<file path="src/design/asr_pkg.sv">
package asr_pkg;

    // result word and counters
    localparam int ASR_WORD_BITS = 16;
    localparam int ASR_CNT_BITS = 5;
    localparam logic [4:0] ASR_CNT_FULL = 5'h10;
    localparam logic [4:0] ASR_CNT_LAST = 5'h0f;
    localparam logic [4:0] ASR_CNT_RST = 5'h00;
    localparam logic [15:0] ASR_SHREG_RST = 16'h0000;

    // serial clock limit the sampler is sized for, and our own sample rate
    localparam int ASR_SCLK_MAX_MHZ = 40;
    localparam int ASR_SYS_MHZ = 250;
    localparam int ASR_SCLK_HALF_CYC = ASR_SYS_MHZ / (2 * ASR_SCLK_MAX_MHZ);

    // pin bundle that passes through the sampler; idle levels after reset
    typedef struct packed {
        logic sclk;
        logic cs_n;
        logic rd_n;
        logic chain;
        logic cnv_n;
    } asr_pins_t;

    localparam asr_pins_t ASR_PINS_RST = '{sclk: 1'b0, cs_n: 1'b1, rd_n: 1'b1,
                                          chain: 1'b0, cnv_n: 1'b1};

    // readout progress, gray coded along idle, loaded, shifting, drained
    typedef enum logic [1:0] {
        ASR_IDLE = 2'b00,
        ASR_LOADED = 2'b01,
        ASR_SHIFTING = 2'b11,
        ASR_DRAINED = 2'b10
    } asr_state_t;

endpackage

</file>
<file path="src/design/asr_serial_readout.sv">
`timescale 1ns/100ps
`default_nettype none

module asr_serial_readout
    import asr_pkg::*;
#(
    parameter int WORD_BITS = ASR_WORD_BITS
) (
    // clock and reset
    input wire logic clk_sys_in,
    input wire logic reset_n_in,
    // host pins
    input wire logic sclk_in,
    input wire logic cs_n_in,
    input wire logic rd_n_in,
    input wire logic chain_data_in,
    input wire logic convert_start_n_in,
    output logic serial_data_out,
    output logic serial_data_oe_out,
    output logic read_overrun_flag_out,
    // configuration
    input wire logic read_during_conv_in,
    input wire logic chain_enable_in,
    // converter core
    input wire logic busy_in,
    input wire logic [WORD_BITS-1:0] result_in,
    output logic conv_start_out
);

    // pins as they arrive, before any sampling
    asr_pins_t raw_pins;
    // three-stage sampler, filtered level and its one-clock delay
    asr_pins_t sync1_ff, sync2_ff, sync3_ff, flt_ff, flt_d_ff;
    asr_pins_t nxt_flt;
    // busy from the core is on our clock, one delay finds its fall
    logic busy_d_ff;
    // result shifter, bit counter and readout progress
    logic [WORD_BITS-1:0] shreg_ff, nxt_shreg;
    logic [ASR_CNT_BITS-1:0] cnt_ff, nxt_cnt;
    asr_state_t state_ff, nxt_state;
    // chain bit held between the sampling edge and the shift edge
    logic chain_bit_ff, nxt_chain_bit;
    // registered pin drivers, so the outputs carry no decode glitches
    logic sdo_ff, nxt_sdo;
    logic oe_ff, nxt_oe;
    logic ovr_ff, nxt_ovr;
    logic cstart_ff, nxt_cstart;
    // decoded select and mode levels, and edge strobes each one system clock wide
    logic active, sclk_rise, sclk_fall, busy_fall, may_shift;

    // a level counts once the second and third stage agree, else keep the old one
    function automatic asr_pins_t agree(input asr_pins_t a, input asr_pins_t b,
                                        input asr_pins_t old);
        agree = (a & b) | (old & (a | b));
    endfunction

    // one bundle, so every pin sees the same sampler latency
    assign raw_pins = '{sclk: sclk_in, cs_n: cs_n_in, rd_n: rd_n_in,
                        chain: chain_data_in, cnv_n: convert_start_n_in};

    // pin sampler; first stage feeds only the second
    // the agreement step costs a clock of latency but rejects a one-clock
    // glitch on a slow host edge, which would otherwise shift a bit twice
    always_comb begin
        nxt_flt = agree(sync2_ff, sync3_ff, flt_ff);
    end

    // reset values match the idle pins, so no false edge follows reset
    always_ff @(posedge clk_sys_in or negedge reset_n_in) begin
        if (!reset_n_in) begin
            sync1_ff <= ASR_PINS_RST;
            sync2_ff <= ASR_PINS_RST;
            sync3_ff <= ASR_PINS_RST;
            flt_ff <= ASR_PINS_RST;
            flt_d_ff <= ASR_PINS_RST;
            busy_d_ff <= 1'b0;
        end else begin
            sync1_ff <= raw_pins;
            sync2_ff <= sync1_ff;
            sync3_ff <= sync2_ff;
            flt_ff <= nxt_flt;
            flt_d_ff <= flt_ff;
            busy_d_ff <= busy_in;
        end
    end

    // the sampler needs about three system clocks per serial clock phase,
    // which a 40 mhz serial clock just meets at 250 mhz
    assign active = ~flt_ff.cs_n & ~flt_ff.rd_n;
    assign sclk_rise = active & flt_ff.sclk & ~flt_d_ff.sclk;
    assign sclk_fall = active & ~flt_ff.sclk & flt_d_ff.sclk;
    // core busy is already on our clock, so it skips the sampler
    assign busy_fall = busy_d_ff & ~busy_in;
    // the mode is a same-clock level; changing it mid-read is not supported,
    // the next busy fall brings the engine back to a known word
    // after-conversion reads wait for busy low; conversion reads run while busy
    assign may_shift = read_during_conv_in | ~busy_in;

    // readout engine
    // a busy fall wins over a shift edge in the same cycle: the fresh
    // result must not lose its msb to a stale serial clock edge
    // the counter saturates at the word length so a long chained read cannot
    // wrap it back into the shifting state and fake an overrun
    always_comb begin
        nxt_shreg = shreg_ff;
        nxt_cnt = cnt_ff;
        nxt_state = state_ff;
        nxt_chain_bit = chain_bit_ff;
        nxt_ovr = 1'b0;
        if (busy_fall) begin
            // a read during conversion still shifting when the conversion ends is flagged
            nxt_ovr = read_during_conv_in && (state_ff == ASR_SHIFTING);
            nxt_shreg = result_in;
            // a read cut here starts again at the msb of the new word
            nxt_cnt = ASR_CNT_RST;
            nxt_state = ASR_LOADED;
        end else if (may_shift && state_ff != ASR_IDLE) begin
            if (sclk_rise) begin
                // chain bit caught on the edge opposite the shift edge
                nxt_chain_bit = chain_enable_in & ~read_during_conv_in
                                & flt_ff.chain;
            end
            if (sclk_fall) begin
                // chain bits enter behind our lsb, so they follow at once
                nxt_shreg = {shreg_ff[WORD_BITS-2:0], chain_bit_ff};
                // stop counting once the whole word has left
                if (cnt_ff != ASR_CNT_FULL) begin
                    nxt_cnt = cnt_ff + 5'h01;
                end
                if (cnt_ff >= ASR_CNT_LAST) begin
                    nxt_state = ASR_DRAINED;
                end else begin
                    nxt_state = ASR_SHIFTING;
                end
            end
        end
    end

    // output pin: msb of the shifter while selected, low when nothing to send
    // once drained only chain bits may reach the pin; without a chain the
    // line idles low, so a long read clocks in zeros
    always_comb begin
        nxt_oe = active;
        nxt_sdo = 1'b0;
        unique case (state_ff)
            ASR_IDLE: begin
                // nothing loaded since reset
                nxt_sdo = 1'b0;
            end
            ASR_LOADED, ASR_SHIFTING: begin
                nxt_sdo = active & shreg_ff[WORD_BITS-1];
            end
            ASR_DRAINED: begin
                nxt_sdo = active & chain_enable_in & ~read_during_conv_in
                          & shreg_ff[WORD_BITS-1];
            end
        endcase
    end

    // convert start: one pulse per filtered falling edge; a start line held
    // low does not retrigger, the core sees one request per edge
    always_comb begin
        nxt_cstart = flt_d_ff.cnv_n & ~flt_ff.cnv_n;
    end

    always_ff @(posedge clk_sys_in or negedge reset_n_in) begin
        if (!reset_n_in) begin
            cstart_ff <= 1'b0;
        end else begin
            cstart_ff <= nxt_cstart;
        end
    end

    // readout and pin registers; reset leaves nothing readable

    always_ff @(posedge clk_sys_in or negedge reset_n_in) begin
        if (!reset_n_in) begin
            shreg_ff <= ASR_SHREG_RST;
            cnt_ff <= ASR_CNT_RST;
            state_ff <= ASR_IDLE;
            chain_bit_ff <= 1'b0;
            ovr_ff <= 1'b0;
            sdo_ff <= 1'b0;
            oe_ff <= 1'b0;
        end else begin
            shreg_ff <= nxt_shreg;
            cnt_ff <= nxt_cnt;
            state_ff <= nxt_state;
            chain_bit_ff <= nxt_chain_bit;
            ovr_ff <= nxt_ovr;
            sdo_ff <= nxt_sdo;
            oe_ff <= nxt_oe;
        end
    end

    // every output comes straight from a flop; the enable and the data
    // switch in the same cycle, so a deselect never shows a stray bit
    // limitation: the data output idles low rather than floating, the pad
    // ring must use the enable to release the line
    assign serial_data_out = sdo_ff;
    assign serial_data_oe_out = oe_ff;
    assign read_overrun_flag_out = ovr_ff;
    assign conv_start_out = cstart_ff;

endmodule

`default_nettype wire

</file>
<file path="config.mk">
export PLATFORM = sky130hd
export DESIGN_NAME = asr_serial_readout
export DESIGN_NICKNAME = d
export VERILOG_FILES = /design/src/design/asr_pkg.sv /design/src/design/asr_serial_readout.sv
export SDC_FILE = /design/constraint.sdc
export NUM_CORES = 1
export LEC_CHECK = 0
export BUFFER_PORTS_ARGS = -buffer_cell sky130_fd_sc_hd__buf_2
export CORE_MARGIN = 2
export CORE_UTILIZATION = 30
export CTS_BUF_LIST = sky130_fd_sc_hd__clkbuf_4
export CTS_CLUSTER_DIAMETER = 50
export CTS_CLUSTER_SIZE = 10
export DETAILED_ROUTE_END_ITERATION = 7
export MAX_ROUTING_LAYER = met4
export PLACE_DENSITY = 0.49
export SETUP_SLACK_MARGIN = 0.5
export SLEW_MARGIN = 10
export SYNTH_ARGS = -nofsm -noshare
export SYNTH_HDL_FRONTEND = slang
export SYNTH_SLANG_ARGS = --single-unit
export TNS_END_PERCENT = 10
</file>
<file path="constraint.sdc">
create_clock -name clk_sys_in -period 4.3 [get_ports clk_sys_in]
set_clock_uncertainty 0.15 [all_clocks]
set_input_delay 0.215 -clock clk_sys_in [delete_from_list [all_inputs] [get_ports clk_sys_in]]
set_output_delay 0.215 -clock clk_sys_in [all_outputs]
set_load 0.01 [all_outputs]
</file>
# Word level (Yosys, flattened, before mapping)

Cells that the tools add are included.
W data, S select, Z words.

Bits of input ports: 26
Logic and storage cells: 87
Flip-flop bits (word level): 51

Bitwise operators: 26
Reduce and logical (&&, ||, !) cells: 11
$lt $le $gt $ge: 1
Equal/unequal tests: 4
Muxes and demuxes: 13
Add/sub/neg operators: 1

Operators by type and width:

| cell                  | number |
|---|---|
| $mux W16              | 3 |
| $mux W5               | 4 |
| $and A1 B1 Y1         | 13 |
| $and A5 B5 Y5         | 2 |
| $or A5 B5 Y5          | 2 |
| $not A1 Y1            | 8 |
| $reduce_bool A2 Y1    | 4 |
| $mux W2               | 3 |
| $reduce_and A3 Y1     | 2 |
| $add A5 B1 Y5 const B | 1 |
| $ge A5 B4 Y1 const B  | 1 |
| $ne A5 B5 Y1 const B  | 1 |
| $eq A2 B2 Y1 const B  | 2 |
| $pmux W1 S3           | 1 |
| $eq A2 B1 Y1 const B  | 1 |
| $logic_and A1 B1 Y1   | 2 |
| $logic_not A2 Y1      | 1 |
| $mux W1               | 2 |
| $reduce_and A2 Y1     | 1 |
| $reduce_or A2 Y1      | 1 |
| $or A1 B1 Y1          | 1 |

# Longest topological paths before layout

Gate-level depths: netlist of the first run.

Word-level depth: 7
Mapped depth: 6

# Worst setup path after synthesis of the first run

Ideal clock, no wire load.

Path kind: register to register
Start point: register flt_ff[3] (netlist name)
End point: register cnt_ff[2]
Cell stages (with the launch flop): 6
Library setup time: 0.120 ns
Path slack: 2.335 ns
Arrival: 1.695 ns
Cells stage by stage: dfstp_2 -> or4b_4 -> nor3_4 -> buf_6 -> a21oi_1 -> a31o_2

Cells in the longest elaborated chain, start to end: 6

Ends and longest elaborated chain:

| what                                | RTL line                  | source |
|---|---|---|
| start, declared                     | asr_serial_readout.sv:33  | `asr_pins_t sync1_ff, sync2_ff, sync3_ff, flt_ff, flt_d_ff;` |
| start signal, assigned              | asr_serial_readout.sv:81  | `flt_ff <= nxt_flt;` |
| $not A1 Y1                          | asr_serial_readout.sv:89  | `assign active = ~flt_ff.cs_n & ~flt_ff.rd_n;` |
| $and A1 B1 Y1                       | asr_serial_readout.sv:89  |  |
| $and A1 B1 Y1 (2 in a row)          | asr_serial_readout.sv:91  | `assign sclk_fall = active & ~flt_ff.sclk & flt_d_ff.sclk;` |
| $reduce_bool A2 Y1 (no source line) | --                        |  |
| $reduce_and A3 Y1 (no source line)  | --                        |  |
| end signal, assigned                | asr_serial_readout.sv:187 | `cnt_ff <= nxt_cnt;` |
| end, declared                       | asr_serial_readout.sv:39  | `logic [ASR_CNT_BITS-1:0] cnt_ff, nxt_cnt;` |

Every way passes these cells.
A chain may end at the register's enable or synchronous reset.

# Final worst setup path of the first run

Start point: register flt_ff[3] (netlist name)
End point: register cnt_ff[3]

Same word-level chain as after synthesis.

==> impl_metrics.tcl, run 1 <==
set metrics [dict create \
    status "finished clean" \
    yosysWarnings 0 \
    start_util 0.313 \
    vias 1324 \
    critical_path_class "reg2reg" \
    grt.overflow.total 0 \
    ant_nets 0 \
    fin_crit_sh 0.525 \
    cts_buffers 5 \
    syn_area_per_cell_sq_um 12.4 \
    drive_gt1_frac 0.269 \
    gp_congestion 0.796 \
    yosys.area.top_type_share 0.476 \
    cp.required_ns 4.44 \
    hold_depth 3 \
    die_area_sq_um 7320 \
    cts_root_buf "clkbuf_4" \
    synth_enable_flop_cells 0 \
    p_leak_nw 1.10 \
    synth_area_leaders "dfrtp_1 (48%), dfstp_2 (17%), mux2i_1 (7.0%), nand2_1 (3.8%), maj3_1 (2.5%)" \
    dp_hpwl_mm 2.19 \
    die_height_microns 85.6 \
    rr_endpoint "cnt_ff[3]" \
    syn_nets 190 \
    syn_to_final_growth_pct 25.3 \
    ioPinCount 30 \
    fin_util 0.392 \
    arrival_ns 2.40 \
    synth.most_common_cell "dfrtp_1" \
    max-slew-margin-rel 0.435 \
    drt_pass1_iterations 4 \
    power_density_nw_per_um2 352 \
    period_minus_slack_ns 2.26 \
    ys_types 34 \
    grt_pass1_vias 1294 \
    ys_seq_elements 51 \
    end_kind "flop" \
    fin_cells 293 \
    ys_async_sr_fraction 1.00 \
    cap_viol_max_count 0 \
    finalSetupViolations 0 \
    clk_path_buf_depth 2 \
    hold_ws_ns 0.0188 \
    clock_sinks 51 \
    tightest_slew_ns 0.844 \
    worstRegToRegCells 4 \
    placed_cells 262 \
    rsz0062_at_grt "false" \
    start_kind "flop" \
    synth_top_area_cell "dfrtp_1" \
    ctsHtreeMaxLevel 2 \
    grt_pass1_wl_mm 6.18 \
    rrSetupSlack_ns 2.04 \
    via_per_inst 4.52 \
    antenna_found_initial 0 \
    ys.flop_type "dfrtp_1" \
    ir_drop_mv 0.142 \
    cts_tree "yes" \
    path_max_fanout 11 \
    nets 244 \
    synthCells 161 \
    clk_latency_ns 0.35 \
    hold_path_class "in2reg" \
    grt_max_degree 52 \
    synth_area_sq_um 2000 \
    postCtsSetupBuffers 0 \
    r2r-start "flt_ff[3]" \
    clock.fmax_ghz 0.443 \
    drtIter0Drc 61 \
    synthTopCellsByCount "dfrtp_1 (38), nand2_1 (20), mux2i_1 (14), dfstp_2 (13)" \
    rows 29 \
    hold_viol 0 \
    cts_hold_buf 23 \
    hold-path-endpoint "shreg_ff[0]" \
    n_antenna_cell 0 \
    wirelength_mm 3.46 \
    finalSetupTns_ns 0 \
    min_from "result_in[0]" \
    io_buffers 29 \
    cts.reportedPaths.clkPinSlew_ns 0.14 \
    track_usage 0.110 \
    die_w_microns 85.6 \
    drv_slew 0 \
    ys_seq_area_frac 0.647 \
    coreArea_sq_um 6390 \
    cts_resized 0 \
    avgRoutedWirePerCell_microns 11.8 \
    drc_errors 0 \
]
[critical path, stage by stage (launching register included)]
cell and delay, ns:
dfstp_2 0.41, or4b_4 0.56, or3_1 0.54, or3_1 0.41, a21oi_1 0.14
[cell type report]
type | count | area (sq um)
clock buffer | 5 | 37.5
clock inverter | 3 | 15.0
tap | 77 | 96.3
timing repair buffer | 54 | 390
inverter | 5 | 18.8
sequential | 51 | 1290
fill | 630 | 3880
multi-input combinational | 98 | 651
[flip-flops by register name, summed over array words and instances (netlist names), 2 cells and up]
| name | count |
|---|---|
| cnt_ff | 5 |
| sync3_ff | 5 |
| sync2_ff | 5 |
| state_ff | 2 |
| flt_d_ff | 2 |
| shreg_ff | 16 |
| sync1_ff | 5 |
| flt_ff | 5 |
[cells in the final DEF (no fill, tap or decap), types with 3 or more instances in the layout]
master         netlist  final
o21ai_1              5      5
nand2_1             20     20
maj3_1               5      5
mux2i_1             14     14
ha_1                 3      3
nand3_1              3      3
clkbuf_4             0      5
dlygate4sd3_1        0     23
dfstp_2             13     13
clkinv_2             0      3
inv_1                5      5
a31oi_1              3      3
dfrtp_1             38     38
o21ai_0             10     10
nor2_1              10     10
buf_2                0     29
[power breakdown]
group | switching (mW) | internal (mW)
combinational | 0.0551 | 0.0608
clock | 0.141 | 0.0613
sequential | 0.0287 | 0.535
[per-layer routing]
layer | wire (microns) | GRT usage | up-vias
met5 | 0 | - | -
met4 | 34 | 0.0433 | 0
met3 | 153 | 0.0337 | 2
met2 | 1590 | 0.158 | 30
met1 | 1670 | 0.147 | 632
li1 | - | - | 660
[metrics by stage]
step	cell area [sq um]	setup slack, ns	total power [mW]
6_report	2500	2.04	0.881
5_1_grt	2500	1.90	0.945
4_1_cts	2500	2.00	0.902
3_5_place_dp	2220	2.02	0.675
3_3_place_gp	2220	2.03	0.674
2_1_floorplan	2000	2.33	0.631
[cells by family after synthesis]
| family | count (synthesis) | share of synthesized area |
|---|---|---|
| flip-flops | 51 | 0.647 |
| AND/OR/NAND/NOR | 50 | 0.132 |
| AO/OA/AOI/OAI | 24 | 0.0683 |
| multiplexers | 15 | 0.0758 |
| buffers and inverters | 12 | 0.0282 |
| adder cells (fa/ha/maj) | 8 | 0.0439 |
| XOR/XNOR | 1 | 0.00439 |
[how the worst max path moves through the flow]
stage / start / endpoint / slack [ns] / depth (start not counted)
6_report: flt_ff[3] / cnt_ff[3] / 2.04 / 4
5_1_grt: flt_ff[3] / shreg_ff[1] / 1.90 / 4
4_1_cts: flt_ff[3] / cnt_ff[2] / 2.00 / 4
3_5_place_dp: flt_ff[3] / shreg_ff[13] / 2.02 / 4
3_3_place_gp: flt_ff[3] / cnt_ff[2] / 2.03 / 4
2_1_floorplan: flt_ff[3] / cnt_ff[2] / 2.33 / 5
(Power assumes the default switching activity.)
==> run 2: changes to the inputs <==
- clock period: 4.3 -> 2.1 ns (I/O delays scaled with it)
==> impl_metrics.tcl, run 2 (same netlist as run 1, synthesis figures left out) <==
set metrics [dict create \
    status "finished clean" \
    p_comb_frac 0.146 \
    arrival_ns 2.17 \
    final_cell_mix "dfrtp_1 (38), buf_2 (29), dlygate4sd3_1 (25)" \
    drtIter0Drc 42 \
    cts_tree "yes" \
    crit_chain "or4b_4, or3_4, or3_1, a21oi_1" \
    end_kind "flop" \
    cts_buffers 5 \
    drive_gt1_frac 0.314 \
    hold_path_class "in2reg" \
    cts_root_buf "clkbuf_4" \
    critical_path_class "reg2reg" \
    power_density_nw_per_um2 714 \
    clock.fmax_ghz 0.498 \
    start_kind "flop" \
    cp.required_ns 2.26 \
    io_buffers 29 \
    grt.overflow.total 0 \
    p_leak_nw 1.17 \
    start_util 0.313 \
    p_int_mw 1.39 \
    wirelength_mm 3.65 \
    clock_sinks 51 \
    vias 1367 \
    clk_latency_ns 0.37 \
    total_power_mw 1.89 \
    fill_cells 616 \
    grt_pass1_wl_mm 6.22 \
    grt_pass1_vias 1334 \
    finalSetupTns_ns 0 \
    nets 257 \
    finalSetupViolations 0 \
    ir_drop_mv 0.337 \
    avgRoutedWirePerCell_microns 11.9 \
    clk_path_buf_depth 2 \
    ioPinCount 30 \
    die_w_microns 85.6 \
    largest_reg_flops 16 \
    via_per_inst 4.47 \
    p_seq_frac 0.608 \
    gp_congestion 0.803 \
    cp_slowest_stage_delay_ns 0.53 \
    antenna_found_initial 0 \
    max-slew-margin-rel 0.576 \
    drt_pass1_iterations 4 \
    grt_max_degree 52 \
    path_max_fanout 4 \
    cap_viol_max_count 0 \
    n_antenna_cell 0 \
    rsz0062_at_grt "true" \
    dp_hpwl_mm 2.34 \
    fin_crit_sh 0.956 \
    ctsHtreeMaxLevel 2 \
    hold_ws_ns 0.111 \
    regMostFlops "shreg_ff" \
    netSwitchingFraction 0.267 \
    switching_power_mw 0.506 \
    syn_to_final_growth_pct 32.8 \
    period_minus_slack_ns 2.01 \
    tightest_slew_ns 0.635 \
    cts.reportedPaths.clkPinSlew_ns 0.16 \
    coreArea_sq_um 6390 \
    track_usage 0.112 \
    drc_errors 0 \
    layout_commonest_cell "dfrtp_1" \
    rows 29 \
    die_height_microns 85.6 \
    hold_viol 0 \
    ant_nets 0 \
    crit_slowest_cell "or4b_4" \
    drv_slew 0 \
    die_area_sq_um 7320 \
    power.share.clock 0.246 \
]
[run 2: cell types whose count changed in the layout (fill, tap and decap cells not counted), sizes merged]
cell | before | now
inv | 5 | 7
clkinv | 3 | 0
clkinvlp | 0 | 1
dlygate4sd3 | 23 | 25
buf | 31 | 42
[run 2: through the flow]
step	utilization	instances	area, sq um	worst slack (ns)
global placement	0.359	270	2290	0.111
CTS	0.412	306	2630	0.0615
global route	0.415	306	2650	0.0251
finish	0.415	306	2650	0.0920
detailed placement	0.359	270	2290	0.0921
floorplan	-	161	2000	0.135
[run 2: critical path, delay by kind of cell (launching register included)]
family	cells	cell delay (ns)
DFF	1	0.40
AOI/OAI and AO/OA	1	0.14
and+or+nand+nor	3	1.26
[run 2: what timing repair did]
item	4_1_cts	5_1_grt
hold endpoints to repair	62	0
gates resized for setup	1	7
hold buffers	25	0
pin swaps	0	3
setup endpoints to repair	23	23
buffers inserted	3	0
[run 2: final timing paths]
path / start / endpoint / slack (ns) / cells past startpoint
worst max-delay path: flt_ff[3] / cnt_ff[3] / 0.09 / 4
worst min-delay path: busy_in / state_ff[1] / 0.11 / 4
worst max register to register: flt_ff[3] / cnt_ff[3] / 0.09 / 4
worst min register to register: sync1_ff[3] / sync2_ff[3] / 0.22 / 0
max in group asynchronous: reset_n_in / shreg_ff[9] / 1.16 / 3
min in group asynchronous: reset_n_in / conv_start_out / 0.19 / 3
[run 2: per-layer routing]
metal | wire, microns | vias to the layer above | share of wire | global-route usage
met5 | 0 | - | 0 | -
met4 | 42 | 0 | 0.012 | 0.0390
met3 | 132 | 5 | 0.036 | 0.0289
met2 | 1630 | 25 | 0.45 | 0.166
met1 | 1850 | 646 | 0.51 | 0.150
li1 | - | 691 | - | -
[run 2: area by class of cell]
class / count / area (sq um) / share of cell area
multi-input combinational: 98 / 664 / 0.251
inverter: 5 / 18.8 / 0.00708
clock inverter: 3 / 25.0 / 0.00944
tap: 77 / 96.3 / 0.0363
sequential: 51 / 1290 / 0.487
timing repair buffer: 67 / 517 / 0.195
clock buffer: 5 / 37.5 / 0.0142
[run 2: power groups by stage]
stage                     clock network [mW]  registers, mW  logic [mW]
after floorplan                            0           1.16       0.134
after global placement                     0           1.17       0.225
after detailed placement                   0           1.17       0.227
after CTS                              0.495           1.15       0.275
after global routing                   0.543           1.17       0.315
final                                  0.465           1.15       0.276
==> run 3: changes to the inputs <==
- CELL_PAD_IN_SITES_DETAIL_PLACEMENT: unset -> 1
- CELL_PAD_IN_SITES_GLOBAL_PLACEMENT: unset -> 1
- PLACE_DENSITY: 0.49 -> 0.58
==> impl_metrics.tcl, run 3 (same netlist as run 1, synthesis figures left out) <==
set metrics [dict create \
    status "finished clean" \
    critical_path_class "reg2reg" \
    die_area_sq_um 7320 \
    start_util 0.313 \
    die_w_microns 85.6 \
    clock_sinks 51 \
    startpoint "flt_ff[3]" \
    clk_latency_ns 0.37 \
    grt_max_degree 41 \
    ir_drop_mv 0.310 \
    netSwitchingFraction 0.273 \
    grt_pass1_wl_mm 7.26 \
    crit_cells 4 \
    max-slew-margin-rel 0.423 \
    antenna_found_initial 0 \
    switching_power_mw 0.520 \
    rsz0062_at_grt "true" \
    die_height_microns 85.6 \
    p_seq_frac 0.608 \
    crit_chain "or4b_4, or3_4, or3_4, a21oi_1" \
    coreArea_sq_um 6390 \
    layout_commonest_cell "dfrtp_1" \
    drt_pass1_iterations 2 \
    ctsHtreeMaxLevel 2 \
    io_buffers 29 \
    drv_slew 0 \
    p_leak_nw 1.16 \
    dp_hpwl_mm 2.88 \
    gp_congestion 0.799 \
    period_minus_slack_ns 2.04 \
    p_comb_frac 0.145 \
    grt_pass1_vias 1550 \
    arrival_ns 2.20 \
    syn_to_final_growth_pct 32.3 \
    drc_errors 0 \
    fin_crit_sh 0.972 \
    clock.fmax_ghz 0.490 \
    tightest_slew_ns 0.865 \
    rows 29 \
    rr_endpoint "cnt_ff[3]" \
    worstRegToRegCells 4 \
    finalSetupTns_ns 0 \
    hold_depth 3 \
    r2r-start "flt_ff[3]" \
    path_max_fanout 3 \
    drive_gt1_frac 0.308 \
    path_delay_family "simple AND/OR/NAND/NOR gates" \
    cpMostUsedCell "or3_4" \
    end_kind "flop" \
    cts.reportedPaths.clkPinSlew_ns 0.16 \
    p_int_mw 1.38 \
    hold_path_class "in2reg" \
    ioPinCount 30 \
    finalSetupViolations 0 \
    vias 1388 \
    clk_path_buf_depth 2 \
    wirelength_mm 4.14 \
    via_per_inst 4.57 \
    regMostFlops "shreg_ff" \
    largest_reg_flops 16 \
    cp_slowest_stage_delay_ns 0.56 \
    cts_tree "yes" \
    min_from "busy_in" \
    track_usage 0.130 \
    cts_buffers 5 \
    nets 255 \
    crit_slowest_cell "or4b_4" \
    hold_viol 0 \
    avgRoutedWirePerCell_microns 13.6 \
    cts_root_buf "clkbuf_4" \
    n_antenna_cell 0 \
    power_density_nw_per_um2 721 \
    fin_util 0.414 \
    power.share.clock 0.247 \
    cap_viol_max_count 0 \
    ant_nets 0 \
    final_cell_mix "dfrtp_1 (38), buf_2 (29), dlygate4sd3_1 (25)" \
    start_kind "flop" \
    grt.overflow.total 0 \
    drtIter0Drc 61 \
    rrSetupSlack_ns 0.06 \
    cp.required_ns 2.26 \
    hold-path-endpoint "read_overrun_flag_out" \
    cp_num_buf_inv 0 \
]
## run 3: cell count changes in the layout (fill, tap and decap cells not counted), sizes merged
cell,before,now
buf,42,40
inv,7,6
clkinv,0,1
## run 3: worst max path at each step
stage                     slack, ns          end
after CTS                      0.08    cnt_ff[3]
after detailed placement       0.04  state_ff[0]
after global placement         0.08  state_ff[0]
after global routing           0.02    cnt_ff[3]
after floorplan                0.13    cnt_ff[2]
final                          0.06    cnt_ff[3]
## run 3: area by class of cell
class	count	area (sq um)
multi-input cells	98	674
repair buffers	65	494
fillers	701	3740
clock buffers	5	37.5
inverters	5	18.8
clock inverters	3	27.5
well taps	77	96.3
flip-flops and latches	51	1290
## run 3: per-layer routing
metal  global-route usage  share of wire  vias to the layer above
met5                    -              0                        -
met4               0.0346         0.0097                        0
met3               0.0298          0.033                        5
met2                0.211           0.49                       23
met1                0.164           0.46                      677
li1                     -              -                      683
## run 3: power by group through the flow
stage	Sequential [mW]	Clock (mW)	Combinational, mW
2_1_floorplan	1.16	0	0.134
3_3_place_gp	1.17	0	0.221
3_5_place_dp	1.18	0	0.232
4_1_cts	1.16	0.495	0.280
5_1_grt	1.17	0.533	0.315
6_report	1.16	0.471	0.276
## run 3: repair_timing
item | 4_1_cts | 5_1_grt
gates resized for setup | 3 | 2
pin swaps | 1 | 0
endpoints found under the setup margin | 22 | 23
setup buffers | 2 | 0
hold buffers | 25 | 0
hold endpoints to repair | 50 | 0
## run 3: tightest hold or removal path, cell delays in order
cell	delay, ns
buf_2	0.11
nand2b_1	0.31
nor2_1	0.09
## run 3: stage by stage
step	total power [mW]	hold slack [ns]	instance area, sq um	setup WS (ns)	cells
after floorplan	1.29	-0.341	2000	0.135	161
after detailed placement	1.41	0.0633	2280	0.0359	269
final	1.90	0.107	2640	0.0595	304
after global placement	1.39	0.0594	2280	0.0783	269
after CTS	1.93	0.105	2630	0.0781	304
after global routing	2.02	0.122	2640	0.0177	304
